## config.mk

```make
export PLATFORM = sky130hd
export DESIGN_NAME = perf_event_counter_unit
export DESIGN_NICKNAME = d
export VERILOG_FILES = /design/src/perf_pkg.sv /design/src/perf_event_counter_unit.sv /design/src/pin_rate_encoder.sv
export VERILOG_INCLUDE_DIRS = /design/src
export SDC_FILE = /design/constraint.sdc
export NUM_CORES = 1
export LEC_CHECK = 0
export BUFFER_PORTS_ARGS = -buffer_cell sky130_fd_sc_hd__buf_2
export CAP_MARGIN = 20
export CORE_MARGIN = 3
export CORE_UTILIZATION = 50
export DETAILED_ROUTE_END_ITERATION = 10
export PLACE_DENSITY = 0.72
export SETUP_SLACK_MARGIN = 0.2
export SLEW_MARGIN = 20
export SYNTH_ARGS = -nofsm -noshare
export SYNTH_HDL_FRONTEND = slang
export SYNTH_SLANG_ARGS = --single-unit
```

## constraint.sdc

```tcl
create_clock -name clk_in -period 10.4 [get_ports clk_in]
set_input_delay 2.08 -clock clk_in [delete_from_list [all_inputs] [get_ports clk_in]]
set_output_delay 2.08 -clock clk_in [all_outputs]
set_load 0.05 [all_outputs]
```

## src/perf_cfg.svh

```systemverilog
`ifndef PERF_CFG_SVH
`define PERF_CFG_SVH

// ----------------------------------------------------------------------
// clocking
// ----------------------------------------------------------------------
`define CLK_PERIOD_NS    10
`define IO_PERIOD_NS     30
`define IO_DIV_CYC       ((`IO_PERIOD_NS + `CLK_PERIOD_NS - 1) / `CLK_PERIOD_NS)

// ----------------------------------------------------------------------
// register byte addresses
// ----------------------------------------------------------------------
`define ADDR_CTRL        8'h00
`define ADDR_EVSEL       8'h04
`define ADDR_CNT0        8'h08
`define ADDR_CNT1        8'h0c
`define ADDR_SAVE        8'h10
`define ADDR_STATUS      8'h14

// ----------------------------------------------------------------------
// fields and reset values
// ----------------------------------------------------------------------
`define CR_PCE_BIT       0
`define CR_VAR_BIT       1
`define CR_DEF_MASK      32'h0000_0003
`define CR_RST           32'h0000_0000
`define SEL0_LSB         0
`define SEL1_LSB         16
`define STAT_MGMT_BIT    0
`define STAT_HALT_BIT    1
`define MISALIGN_STALL   2'h3
`define PEND_W           16

`endif

```

## src/perf_pkg.sv

```systemverilog
`default_nettype none
package perf_pkg;

  typedef enum logic [5:0] {
    EV_NC_WRITE  = 6'h2e,
    EV_RD_MISS   = 6'h31,
    EV_WR_MISS   = 6'h34,
    EV_RD_STALL  = 6'h36,
    EV_WR_STALL  = 6'h3b
  } event_code_t;

  typedef enum logic [2:0] {
    ST_RUN  = 3'h1,
    ST_MGMT = 3'h2,
    ST_HALT = 3'h4
  } sys_state_t;

  typedef struct packed {
    sys_state_t  st;
    logic [31:0] cr;
    logic [31:0] save;
    logic [31:0] cnt0;
    logic [31:0] cnt1;
    logic [5:0]  sel0;
    logic [5:0]  sel1;
    logic [3:0]  div;
    logic        tick;
    logic [31:0] rdata;
    logic        rvalid;
    logic        rfault;
    logic [31:0] rddata;
    logic [1:0]  wbuf_n;
  } main_state_t;

  typedef struct packed {
    logic        pin;
    logic [15:0] pend;
  } enc_state_t;

endpackage : perf_pkg
`default_nettype wire

```

## src/perf_event_counter_unit.sv

```systemverilog
// Behaviour
// RL1 - two monitor pins, one per event counter, show each counter's activity.
// RL2 - pins move only on the slower io tick yet their toggles equal the increments; the code saturates the pending count at 16 bits.
// RL3 - with counter_read_enable set the counter read works at any level, else only level 0.
// RL4 - entering system management mode saves the control register; resume restores it.
// RL5 - resume checks only truly reserved bits, so a set read enable does not shut down.
// RL6 - code 101110 counts every non-cacheable write, SIMD ones included.
// RL7 - code 111011 counts SIMD write-hit stall clocks while buffers busy or write-empty off.
// RL8 - codes 110001 and 110100 count once per access, misaligned ones too.
// RL9 - code 110110 charges a misaligned read three clocks unless it missed the TLB.
// RL10 - multiply interlock clocks count only when no intervening branch was taken.
// RL11 - each increment crosses to the io rate without loss or duplication; the code drops increments once the 16-bit pending count saturates.
`timescale 1ns/1ns
`default_nettype none
`include "perf_cfg.svh"

module perf_event_counter_unit (
  input  wire logic        clk_in,
  input  wire logic        rst_in,
  input  wire logic [7:0]  addr_in,
  input  wire logic [31:0] wdata_in,
  input  wire logic        wr_in,
  input  wire logic        rd_in,
  output var  logic [31:0] rdata_out,
  input  wire logic        nc_write_in,
  input  wire logic        simd_nc_write_in,
  input  wire logic        simd_wr_stall_in,
  input  wire logic        wb_nonempty_in,
  input  wire logic        ext_write_buffer_empty_n_in,
  input  wire logic        simd_rd_miss_in,
  input  wire logic        simd_wr_miss_in,
  input  wire logic        rd_stall_clk_in,
  input  wire logic        rd_misalign_done_in,
  input  wire logic        tlb_miss_in,
  input  wire logic        mul_interlock_in,
  input  wire logic        branch_taken_in,
  input  wire logic        counter_read_instr_in,
  input  wire logic [1:0]  cpl_in,
  input  wire logic        counter_sel_in,
  output var  logic        read_valid_out,
  output var  logic        read_fault_out,
  output var  logic [31:0] read_data_out,
  input  wire logic        sysmgmt_enter_in,
  input  wire logic        resume_from_sysmgmt_in,
  output var  logic        system_management_mode_out,
  output var  logic        shutdown_out,
  output var  logic [1:0]  monitor_status_pins_out
);

  localparam perf_pkg::main_state_t MAIN_RST = '{
    st:      perf_pkg::ST_RUN,
    cr:      `CR_RST,
    default: '0
  };

  perf_pkg::main_state_t s_q;
  perf_pkg::main_state_t s_d;
  logic [1:0]            inc0;
  logic [1:0]            inc1;
  logic [1:0]            nc_cnt;
  logic                  wr_stall;
  logic                  mul_stall;
  logic [1:0]            rd_stall;
  logic                  cnt0_wr;
  logic                  cnt1_wr;

  // ----------------------------------------------------------------------
  // event decode
  // ----------------------------------------------------------------------
  function automatic logic [1:0] event_incr(
    input logic [5:0] sel,
    input logic       variant,
    input logic [1:0] nc,
    input logic       wst,
    input logic       mul,
    input logic       rdm,
    input logic       wrm,
    input logic [1:0] rst
  );
    logic [1:0] r;
    r = 2'h0;
    unique case (sel)
      perf_pkg::EV_NC_WRITE: r = nc; // [RL6]
      perf_pkg::EV_RD_MISS:  r = {1'b0, rdm}; // [RL8]
      perf_pkg::EV_WR_MISS:  r = {1'b0, wrm}; // [RL8]
      perf_pkg::EV_RD_STALL: r = rst; // [RL9]
      perf_pkg::EV_WR_STALL: r = {1'b0, variant ? mul : wst}; // [RL7] [RL10]
      default:               r = 2'h0;
    endcase
    return r;
  endfunction : event_incr

  always_comb begin
    nc_cnt    = {1'b0, nc_write_in} + {1'b0, simd_nc_write_in}; // [RL6]
    wr_stall  = simd_wr_stall_in && (wb_nonempty_in || s_q.wbuf_n[1]); // [RL7]
    mul_stall = mul_interlock_in && !branch_taken_in; // [RL10]
    if (rd_misalign_done_in && !tlb_miss_in) begin
      rd_stall = `MISALIGN_STALL; // [RL9]
    end else begin
      rd_stall = {1'b0, rd_stall_clk_in};
    end
    inc0 = event_incr(s_q.sel0, s_q.cr[`CR_VAR_BIT], nc_cnt, wr_stall, mul_stall,
                      simd_rd_miss_in, simd_wr_miss_in, rd_stall);
    inc1 = event_incr(s_q.sel1, s_q.cr[`CR_VAR_BIT], nc_cnt, wr_stall, mul_stall,
                      simd_rd_miss_in, simd_wr_miss_in, rd_stall);
    cnt0_wr = wr_in && (addr_in == `ADDR_CNT0);
    cnt1_wr = wr_in && (addr_in == `ADDR_CNT1);
  end

  // ----------------------------------------------------------------------
  // next state
  // ----------------------------------------------------------------------
  always_comb begin
    s_d        = s_q;
    s_d.wbuf_n = {s_q.wbuf_n[0], ext_write_buffer_empty_n_in};
    s_d.tick   = (s_q.div == 4'(`IO_DIV_CYC - 1));
    s_d.div    = s_d.tick ? 4'h0 : s_q.div + 4'h1;
    s_d.cnt0   = s_q.cnt0 + {30'h0, inc0};
    s_d.cnt1   = s_q.cnt1 + {30'h0, inc1};
    s_d.rdata  = 32'h0000_0000;
    s_d.rvalid = 1'b0;
    s_d.rfault = 1'b0;
    s_d.rddata = 32'h0000_0000;

    if (wr_in) begin
      unique case (addr_in)
        `ADDR_CTRL:  s_d.cr = wdata_in & `CR_DEF_MASK;
        `ADDR_EVSEL: begin
          s_d.sel0 = wdata_in[`SEL0_LSB +: 6];
          s_d.sel1 = wdata_in[`SEL1_LSB +: 6];
        end
        `ADDR_CNT0:  s_d.cnt0 = wdata_in;
        `ADDR_CNT1:  s_d.cnt1 = wdata_in;
        `ADDR_SAVE:  s_d.save = wdata_in;
        default:     s_d.cnt0 = s_d.cnt0;
      endcase
    end

    if (rd_in) begin
      unique case (addr_in)
        `ADDR_CTRL:   s_d.rdata = s_q.cr;
        `ADDR_EVSEL:  s_d.rdata = {10'h000, s_q.sel1, 10'h000, s_q.sel0};
        `ADDR_CNT0:   s_d.rdata = s_q.cnt0;
        `ADDR_CNT1:   s_d.rdata = s_q.cnt1;
        `ADDR_SAVE:   s_d.rdata = s_q.save;
        `ADDR_STATUS: s_d.rdata = {30'h0000_0000, s_q.st[2], s_q.st[1]};
        default:      s_d.rdata = 32'h0000_0000;
      endcase
    end

    if (counter_read_instr_in) begin
      if (s_q.cr[`CR_PCE_BIT] || (cpl_in == 2'h0)) begin // [RL3]
        s_d.rvalid = 1'b1;
        s_d.rddata = counter_sel_in ? s_q.cnt1 : s_q.cnt0;
      end else begin
        s_d.rfault = 1'b1; // [RL3]
      end
    end

    unique case (s_q.st)
      perf_pkg::ST_RUN: begin
        if (sysmgmt_enter_in) begin
          s_d.save = s_q.cr; // [RL4]
          s_d.st   = perf_pkg::ST_MGMT;
        end
      end
      perf_pkg::ST_MGMT: begin
        if (resume_from_sysmgmt_in) begin
          if ((s_q.save & ~`CR_DEF_MASK) == 32'h0000_0000) begin // [RL5]
            s_d.cr = s_q.save; // [RL4]
            s_d.st = perf_pkg::ST_RUN;
          end else begin
            s_d.st = perf_pkg::ST_HALT;
          end
        end
      end
      perf_pkg::ST_HALT: s_d.st = perf_pkg::ST_HALT;
      default:           s_d.st = perf_pkg::ST_HALT;
    endcase
  end

  always_ff @(posedge clk_in or posedge rst_in) begin
    if (rst_in) begin
      s_q <= MAIN_RST;
    end else begin
      s_q <= s_d;
    end
  end

  // ----------------------------------------------------------------------
  // monitor pins
  // ----------------------------------------------------------------------
  genvar gi;
  generate
    for (gi = 0; gi < 2; gi++) begin : g_pin
      pin_rate_encoder u_enc (
        .clk_in     (clk_in),
        .rst_in     (rst_in),
        .io_tick_in (s_q.tick),
        .inc_in     ((gi == 0) ? inc0 : inc1), // [RL1] [RL11]
        .pin_out    (monitor_status_pins_out[gi])
      );
    end
  endgenerate

  assign rdata_out                  = s_q.rdata;
  assign read_valid_out             = s_q.rvalid;
  assign read_fault_out             = s_q.rfault;
  assign read_data_out              = s_q.rddata;
  assign system_management_mode_out = s_q.st[1];
  assign shutdown_out               = s_q.st[2];
endmodule : perf_event_counter_unit
`default_nettype wire

```

## src/pin_rate_encoder.sv

```systemverilog
`timescale 1ns/1ns
`default_nettype none
`include "perf_cfg.svh"

module pin_rate_encoder (
  input  wire logic       clk_in,
  input  wire logic       rst_in,
  input  wire logic       io_tick_in,
  input  wire logic [1:0] inc_in,
  output var  logic       pin_out
);

  perf_pkg::enc_state_t s_q;
  perf_pkg::enc_state_t s_d;
  logic [`PEND_W:0]     sum;

  // ----------------------------------------------------------------------
  // one toggle per increment until the 16-bit pending count saturates, at most one toggle per io tick
  // ----------------------------------------------------------------------
  always_comb begin
    s_d = s_q;
    sum = {1'b0, s_q.pend} + {{(`PEND_W - 1){1'b0}}, inc_in};
    if (io_tick_in && (s_q.pend != '0)) begin // [RL2] [RL11]
      s_d.pin = ~s_q.pin; // [RL1]
      sum     = sum - {{`PEND_W{1'b0}}, 1'b1};
    end
    s_d.pend = sum[`PEND_W] ? {`PEND_W{1'b1}} : sum[`PEND_W-1:0]; // [RL11]
  end

  always_ff @(posedge clk_in or posedge rst_in) begin
    if (rst_in) begin
      s_q <= '0;
    end else begin
      s_q <= s_d;
    end
  end

  assign pin_out = s_q.pin;
endmodule : pin_rate_encoder
`default_nettype wire
```

* After elaboration in Yosys (flattened, before gate mapping)
Cells that the tools add are included.
** Word-level totals
- Flip-flop bits (word level) :: 250
- Input bits :: 62
- Output and inout port bits :: 70
- Word-level logic and storage cells :: 94
** Operators by class
- Add/subtract/negate cells :: 8
- Equality and inequality tests :: 20
- Muxes and demuxes :: 30
- Bitwise logic cells :: 2
- Reductions and logical operators :: 16
** Operator list (count)
- $mux 32 :: 11
- $pmux 32 s6 :: 1
- $mux 140 :: 1
- $add 32x2->32 :: 2
- $eq 6x6->1 const B :: 10
- $mux 35 :: 1
- $add 16x2->17 :: 2
- $mux 17 :: 2
- $mux 34 :: 1
- $sub 17x1->17 const B :: 2
- $logic_not 32->1 :: 1
- $mux 16 :: 2
- $reduce_bool 16->1 :: 2
- $pmux 2 s5 :: 2
- $eq 8x4->1 const B :: 2
- $eq 8x5->1 const B :: 2
- $mux 12 :: 1
- $eq 8x3->1 const B :: 1
- $logic_not 8->1 :: 1
- $mux 3 :: 2
- $pmux 3 s2 :: 1
- $logic_and 1x1->1 :: 5
- $add 4x1->4 const B :: 1
- $eq 4x2->1 const B :: 1
- other kinds (12) :: 19

* Logic depth before layout (Yosys ltp)
Gate-level depths: netlist (run 1).
- Depth after elaboration :: 10
- Gate-level depth with buffers :: 20
- Gate-level depth less buffers :: 17

* By module
Synthesis (run 1) repeated with hierarchy kept, for this count alone.
** Unflattened totals
- Cell total of the unflattened synthesis :: 1475
- Area total of the unflattened synthesis :: 14367.5 um^2
** Modules (own cells, without submodules)
- perf_event_counter_unit :: instances 1, cells each 1099, area each 11129.4 um^2, sequential area each 5406.4 um^2
- pin_rate_encoder :: instances 2, cells each 188, area each 1619.1 um^2, sequential area each 425.4 um^2

* Worst setup path before layout (run 1)
Ideal clock, no wire load.
- Path kind :: input to register
- Start point :: input nc_write_in
- End point :: register g_pin[0].u_enc.s_q[10] (netlist name)
- Library setup time :: 0.065 ns
- Arrival :: 5.475 ns
- Required time :: 10.335 ns
- Slack :: 4.860 ns
- Cell stages on the path :: 19
- Buffers on the path :: 2
- Path through :: ha_1 -> nand3b_1 -> o21ai_0 -> a21oi_1 -> nor3b_1 -> o21a_1 -> ha_1 -> ha_1 -> clkbuf_1 -> nor2b_1 -> a211o_1 -> a211o_1 -> nor3_1 -> and2_1 -> nand4_2 -> or4_1 -> o21a_2 -> buf_6 -> nand2_1
** RTL lines
- start, declared :: RTL line perf_event_counter_unit.sv:25 : input wire logic nc_write_in,
- end signal, assigned :: RTL line pin_rate_encoder.sv:32 : s_q <= '0;
- end signal, assigned :: RTL line pin_rate_encoder.sv:34 : s_q <= s_d;
- end, declared :: RTL line pin_rate_encoder.sv:13 : perf_pkg::enc_state_t s_q;

==> results.sh, run 1 <==
export IMPL_status="finished clean"
export IMPL_drv_slew=0
export IMPL_grt_max_degree=195
export IMPL_ctsRootBufferMaster="clkbuf_16"
export IMPL_dieHeight_microns=171.0
export IMPL_synthMuxAreaShare_pct=7.273
export IMPL_relSlewSlack_pct=35.58
export IMPL_placed_cells=1749
export IMPL_drt_total_wl_microns=36140
export IMPL_antenna_found_initial=3
export IMPL_cts_path_max_buffers=3
export IMPL_clkLatencyLatePin_ns=0.53
export IMPL_path_common_cell="ha_1"
export IMPL_crit_arrival_ns=6.19
export IMPL_io_pins=132
export IMPL_cts_hold_repair_buffers=0
export IMPL_synth_edff_count=0
export IMPL_h_tree_depth=1
export IMPL_regArea_sq_um=6257
export IMPL_grt_pass1_wl_microns=57240
export IMPL_die_x_microns=171.0
export IMPL_n_antenna_cell=0
export IMPL_crit_path_start_kind="input pin"
export IMPL_cts_resized=0
export IMPL_clk_pin_slew_ns=0.06
export IMPL_fillers=2306
export IMPL_mostFrequentLayoutCells="dfrtp_1, nand2_1, buf_2"
export IMPL_dp_hpwl_microns=24220
export IMPL_path_cells="buf_2, ha_1, nand3b_1, o21ai_0, a21oi_1, nor3b_1, o21a_1, ha_1, ha_1, nor2b_1, a211o_1, a211o_1, nor3_1, and2_1, nand4_2, o21bai_1, o21a_2, o211ai_1"
export IMPL_ys_warn_count=0
export IMPL_synth_area_sq_um=13610
export IMPL_cts_setup_buffers=0
export IMPL_overflow=0
export IMPL_crit_required_ns=10.78
export IMPL_period_minus_slack_ns=5.804
export IMPL_die_area_sq_um=29230
export IMPL_initial_core_util_pct=51.49
export IMPL_leakagePower_nw=7.041
export IMPL_syn_inst=1416
export IMPL_cts_tree="built"
export IMPL_endpoint_kind="flip-flop"
export IMPL_synth_fa_ha_area_share_pct=1.186
export IMPL_rsz0062_at_grt="no"
export IMPL_syn_to_final_growth_pct=10.64
export IMPL_fin_crit_sh_pct=55.81
export IMPL_dp_slack_ns=4.093
export IMPL_grt_use_met2_pct=39.89
export IMPL_drive_gt1_share_pct=17.44
export IMPL_core_area_sq_um=26430
export IMPL_numCtsBuffers=27
export IMPL_ys_ff_latch=250
export IMPL_first_pass_iters=5
export IMPL_worst_slew_pin_slew_ns=0.9611
export IMPL_avgSynthCellArea_sq_um=9.610
export IMPL_synth_simple_gate_area_share_pct=19.12
export IMPL_synth_nets=1489
export IMPL_finalSetupViolCount=0
export IMPL_p_sw_uw=625.1
export IMPL_r2r_slack_ns=5.80
export IMPL_critical_path_max_stage_delay_ns=0.45
export IMPL_mostFrequentLayoutCell="dfrtp_1"
export IMPL_clock_sinks=250
export IMPL_rows=59
export IMPL_synthXorXnorAreaFrac_pct=6.887
export IMPL_cap_violations=0
export IMPL_via_per_inst=5.944
export IMPL_pwr_share_clk_pct=43.3
export IMPL_finalClockSkew_ns=0.009094
export IMPL_hold_viol=0
export IMPL_gr_usage_met3_pct=4.436
export IMPL_gp_congestion=0.8979
export IMPL_worst_setup_path_type="in -> reg"
export IMPL_drc=0
export IMPL_ys_seq_area_share_pct=45.98
export IMPL_clock_fmax_mhz=172.3
export IMPL_wl_per_cell_microns=20.11
export IMPL_power_density_nw_per_um2=161.8
export IMPL_fin_cells=1797
export IMPL_busiest_layer="met2"
export IMPL_setup_slack_ns=4.596
export IMPL_hold_class="reg -> reg"
export IMPL_nNetsFinal=1518
export IMPL_synth_top_area_cell="dfrtp_1"
export IMPL_seqPwrFrac_pct=46.1
export IMPL_switching_share_pct=25.67
export IMPL_ir_drop_mv=0.08911
export IMPL_async_flop_share_pct=100.0
export IMPL_synth_flop_cell="dfrtp_1"
export IMPL_p_total_mw=2.435
export IMPL_vias=10680
export IMPL_drtIter0Drc=1019
export IMPL_comb_power_share_pct=10.6
export IMPL_grt_use_met1_pct=34.21
export IMPL_synth_top_family_by_area="simple AND/OR/NAND/NOR gates"
export IMPL_internal_power_mw=1.810
export IMPL_yosysUniqueCellTypes=79
export IMPL_synth_compound_area_share_pct=12.98
export IMPL_yosys_area_top_type_share_pct=45.79
export IMPL_critPathSlowestCell="o21a_2"
export IMPL_multi_input_area_sq_um=6502
export IMPL_track_usage_pct=24.57
export IMPL_fin_setup_tns_ns=0
export IMPL_ant_nets=0
export IMPL_path_max_fanout=15
export IMPL_grt_pass1_vias=10530
export IMPL_synth_area_leaders="dfrtp_1, mux2i_1, nand2_1"
export IMPL_portBuffers=131
## final cells by class
class,instances,share of cell area (%)
inverter,21,0.5734
clock inverter,9,1.296
clock buffer,37,5.202
sequential,250,41.56
tap,335,2.784
timing repair buffer,147,5.393
multi-input combinational,998,43.19
## worst max-delay path: cells and delay by family
family,cells,cell delay (ns)
adders and majority gates,3,1.10
and+or+nand+nor,6,1.05
buffers and inverters,1,0.10
AOI/OAI and AO/OA,8,1.86
## cells by family after synthesis
| group | after synthesis |
|---|---|
| simple gates | 525 |
| compound gates | 257 |
| xor+xnor | 107 |
| buf+inv | 168 |
| fa+ha+maj | 13 |
| mux | 96 |
| flops | 250 |
## stage by stage
| step | hold WS [ns] | instance area [sq um] | utilization, % |
|---|---|---|---|
| final | 0.3546 | 15060 | 56.97 |
| after floorplan | 0.3312 | 13610 | - |
| after global placement | 0.3384 | 14020 | 53.06 |
| after global routing | 0.3590 | 15060 | 56.97 |
| after detailed placement | 0.3434 | 14030 | 53.10 |
| after CTS | 0.3573 | 15010 | 56.80 |
## registers in the layout (all words and copies together) (netlist names), 2 cells and up
name,cells
g_pin.u_enc.pin_out,2
read_data_out,32
s_q,147
rdata_out,32
g_pin.u_enc.s_q,32
## cell usage after synthesis, drive strengths merged (3+ instances only)
| library cell | number |
|---|---|
| a21boi | 5 |
| nor2b | 14 |
| ha | 11 |
| nor2 | 109 |
| and3 | 26 |
| a31oi | 4 |
| a2111oi | 4 |
| a221oi | 20 |
| nor3 | 21 |
| buf | 83 |
| nand4 | 14 |
| xor2 | 55 |
| mux2 | 23 |
| a311oi | 10 |
| mux2i | 73 |
| a211o | 4 |
| and2 | 39 |
| a21oi | 23 |
| a22oi | 25 |
| nand2b | 3 |
| nor4 | 15 |
| nor3b | 9 |
| nand2 | 198 |
| o21a | 7 |
| o21ai | 109 |
| and4 | 7 |
| a221o | 12 |
| xnor2 | 52 |
| nand4b | 4 |
| nand3 | 40 |
| nand3b | 9 |
| a211oi | 6 |
| dfrtp | 249 |
| clkbuf | 64 |
| a41oi | 4 |
| inv | 21 |
| or2 | 5 |
| o211ai | 5 |
## worst paths after layout
kind | depth (start not counted) | startpoint | end
max in group asynchronous | 4 | rst_in | rdata_out[25]
max | 18 | nc_write_in | g_pin[0].u_enc.s_q[1]
min | 0 | s_d[1] | s_q[1]
max reg2reg | 17 | s_q[75] | g_pin[1].u_enc.s_q[11]
min in group asynchronous | 2 | rst_in | g_pin[0].u_enc.s_q[2]
min reg2reg | 0 | s_d[1] | s_q[1]
## power by group through the flow
stage	Clock [mW]	Sequential [mW]	Combinational (mW)
after CTS	1.07	1.12	0.257
after detailed placement	0	1.14	0.255
after global routing	1.11	1.13	0.288
after floorplan	0	1.09	0.222
final	1.06	1.12	0.257
after global placement	0	1.13	0.248
## layer usage
metal	up-vias	routed length, microns
li1	4950	-
met1	5276	15830
met4	6	986
met2	376	16800
met3	74	2488
met5	-	33
(Power assumes the default switching activity.)
==> inputs of run 2 (changes only) <==
Clock period 10.4 ns to 6 ns, I/O delays scaled along.
==> results.sh, run 2 (synthesis results as in run 1) <==
export IMPL_status="finished clean"
export IMPL_grt_pass1_wl_microns=57660
export IMPL_power_density_nw_per_um2=275.4
export IMPL_leakagePower_nw=7.038
export IMPL_finalClockSkew_ns=0.01527
export IMPL_path_max_fanout=15
export IMPL_regArea_sq_um=6257
export IMPL_portBuffers=131
export IMPL_setup_slack_ns=1.053
export IMPL_antenna_found_initial=2
export IMPL_finalSetupViolCount=0
export IMPL_rsz0062_at_grt="no"
export IMPL_gp_congestion=0.8902
export IMPL_numCtsBuffers=29
export IMPL_fin_setup_tns_ns=0
export IMPL_dp_hpwl_microns=24910
export IMPL_mostFrequentLayoutCell="dfrtp_1"
export IMPL_p_total_mw=4.138
export IMPL_die_area_sq_um=29230
export IMPL_drv_slew=0
export IMPL_regMostFlops="s_q"
export IMPL_fillers=2304
export IMPL_relSlewSlack_pct=26.47
export IMPL_largest_reg_flops=147
export IMPL_vias=10620
export IMPL_h_tree_depth=1
export IMPL_worst_setup_path_type="in -> reg"
export IMPL_crit_end="g_pin[0].u_enc.s_q[2]"
export IMPL_hold_start="s_d[1]"
export IMPL_crit_arrival_ns=5.43
export IMPL_grt_pass1_vias=10310
export IMPL_period_minus_slack_ns=4.947
export IMPL_rows=59
export IMPL_clk_pin_slew_ns=0.06
export IMPL_r2r_slack_ns=1.30
export IMPL_fin_crit_sh_pct=82.44
export IMPL_overflow=0
export IMPL_cts_hold_repair_buffers=0
export IMPL_track_usage_pct=24.87
export IMPL_hold_class="reg -> reg"
export IMPL_mostFrequentLayoutCells="dfrtp_1, nand2_1, buf_2"
export IMPL_via_per_inst=5.877
export IMPL_reg2reg_depth=17
export IMPL_syn_to_final_growth_pct=10.40
export IMPL_drt_total_wl_microns=36360
export IMPL_crit_required_ns=6.48
export IMPL_cap_violations=0
export IMPL_initial_core_util_pct=51.49
export IMPL_io_pins=132
export IMPL_wl_per_cell_microns=20.12
export IMPL_cts_tree="built"
export IMPL_ctsRootBufferMaster="clkbuf_16"
export IMPL_drtIter0Drc=884
export IMPL_r2r_start="s_q[73]"
export IMPL_hold_viol=0
export IMPL_clock_sinks=250
export IMPL_dp_slack_ns=0.5764
export IMPL_ant_nets=0
export IMPL_first_pass_iters=5
export IMPL_core_area_sq_um=26430
export IMPL_dieHeight_microns=171.0
export IMPL_startpoint="simd_wr_stall_in"
export IMPL_cts_setup_buffers=0
export IMPL_n_antenna_cell=0
export IMPL_drive_gt1_share_pct=17.80
export IMPL_cts_resized=0
export IMPL_endpoint_kind="flip-flop"
export IMPL_cts_path_max_buffers=3
export IMPL_r2r_end="g_pin[1].u_enc.s_q[1]"
export IMPL_worst_slew_pin_slew_ns=1.103
export IMPL_nNetsFinal=1524
export IMPL_clock_fmax_mhz=202.2
export IMPL_ir_drop_mv=0.2223
export IMPL_die_x_microns=171.0
export IMPL_clkLatencyLatePin_ns=0.56
export IMPL_drc=0
export IMPL_crit_path_start_kind="input pin"
export IMPL_grt_max_degree=170
export IMPL_multi_input_area_sq_um=6487
run 2: cell types whose count changed in the layout (fill, tap and decap cells not counted), sizes merged:
cell	previous run	this run
clkinv	3	5
buf	147	151
bufinv	6	1
clkinvlp	0	2
clkbuf	37	44
run 2: cell type report:
class	count	area share [%]
multi-input cells	998	43.18
flip-flops and latches	250	41.65
clock buffers	44	5.805
repair buffers	151	5.447
well taps	335	2.790
clock inverters	8	0.5747
inverters	21	0.5497
run 2: how the worst min path moves through the flow:
stage                         to  slack (ns)  cells after the start
after floorplan           s_q[1]        0.33                      0
after global placement    s_q[1]        0.34                      0
after detailed placement  s_q[1]        0.35                      0
after CTS                 s_q[1]        0.37                      0
after global routing      s_q[1]        0.37                      0
final                     s_q[1]        0.36                      0
run 2: routing by layer:
metal / global-route usage (%) / vias to the layer above / part of all wire [%]
met1: 35.49 / 5176 / 44
met2: 39.28 / 393 / 46
met3: 3.951 / 81 / 7.0
met4: 7.733 / 4 / 2.9
met5: 0 / - / 0.058
li1: - / 4965 / -
run 2: critical path, cell delays in order:
cell and delay, ns:
buf_2 0.07, o21ai_0 0.06, o21ai_0 0.29, a31oi_1 0.13, nor4bb_1 0.30, o21a_1 0.18
ha_1 0.40, ha_1 0.42, nor2b_1 0.11, a211o_1 0.30, a211o_1 0.29, nor3_1 0.35
and2_1 0.22, nand4_2 0.14, or4_1 0.51, o21a_2 0.27, nand3b_1 0.16
run 2: metrics by stage:
stage          hold WS [ns]  area, sq um  util (%)  instances
3_3_place_gp         0.3351        14060     53.22       1755
4_1_cts              0.3684        15020     56.85       1807
3_5_place_dp         0.3537        14060     53.22       1755
2_1_floorplan        0.3312        13610         -       1416
6_report             0.3628        15020     56.85       1807
5_1_grt              0.3682        15020     56.85       1807
run 2: where the power goes:
group	total [mW]	leakage, nW	switching (mW)	internal (mW)
combinational	0.443	3.17	0.250	0.193
sequential	1.94	3.39	0.161	1.78
clock	1.75	0.473	0.707	1.04
total	4.14	7.04	1.12	3.02
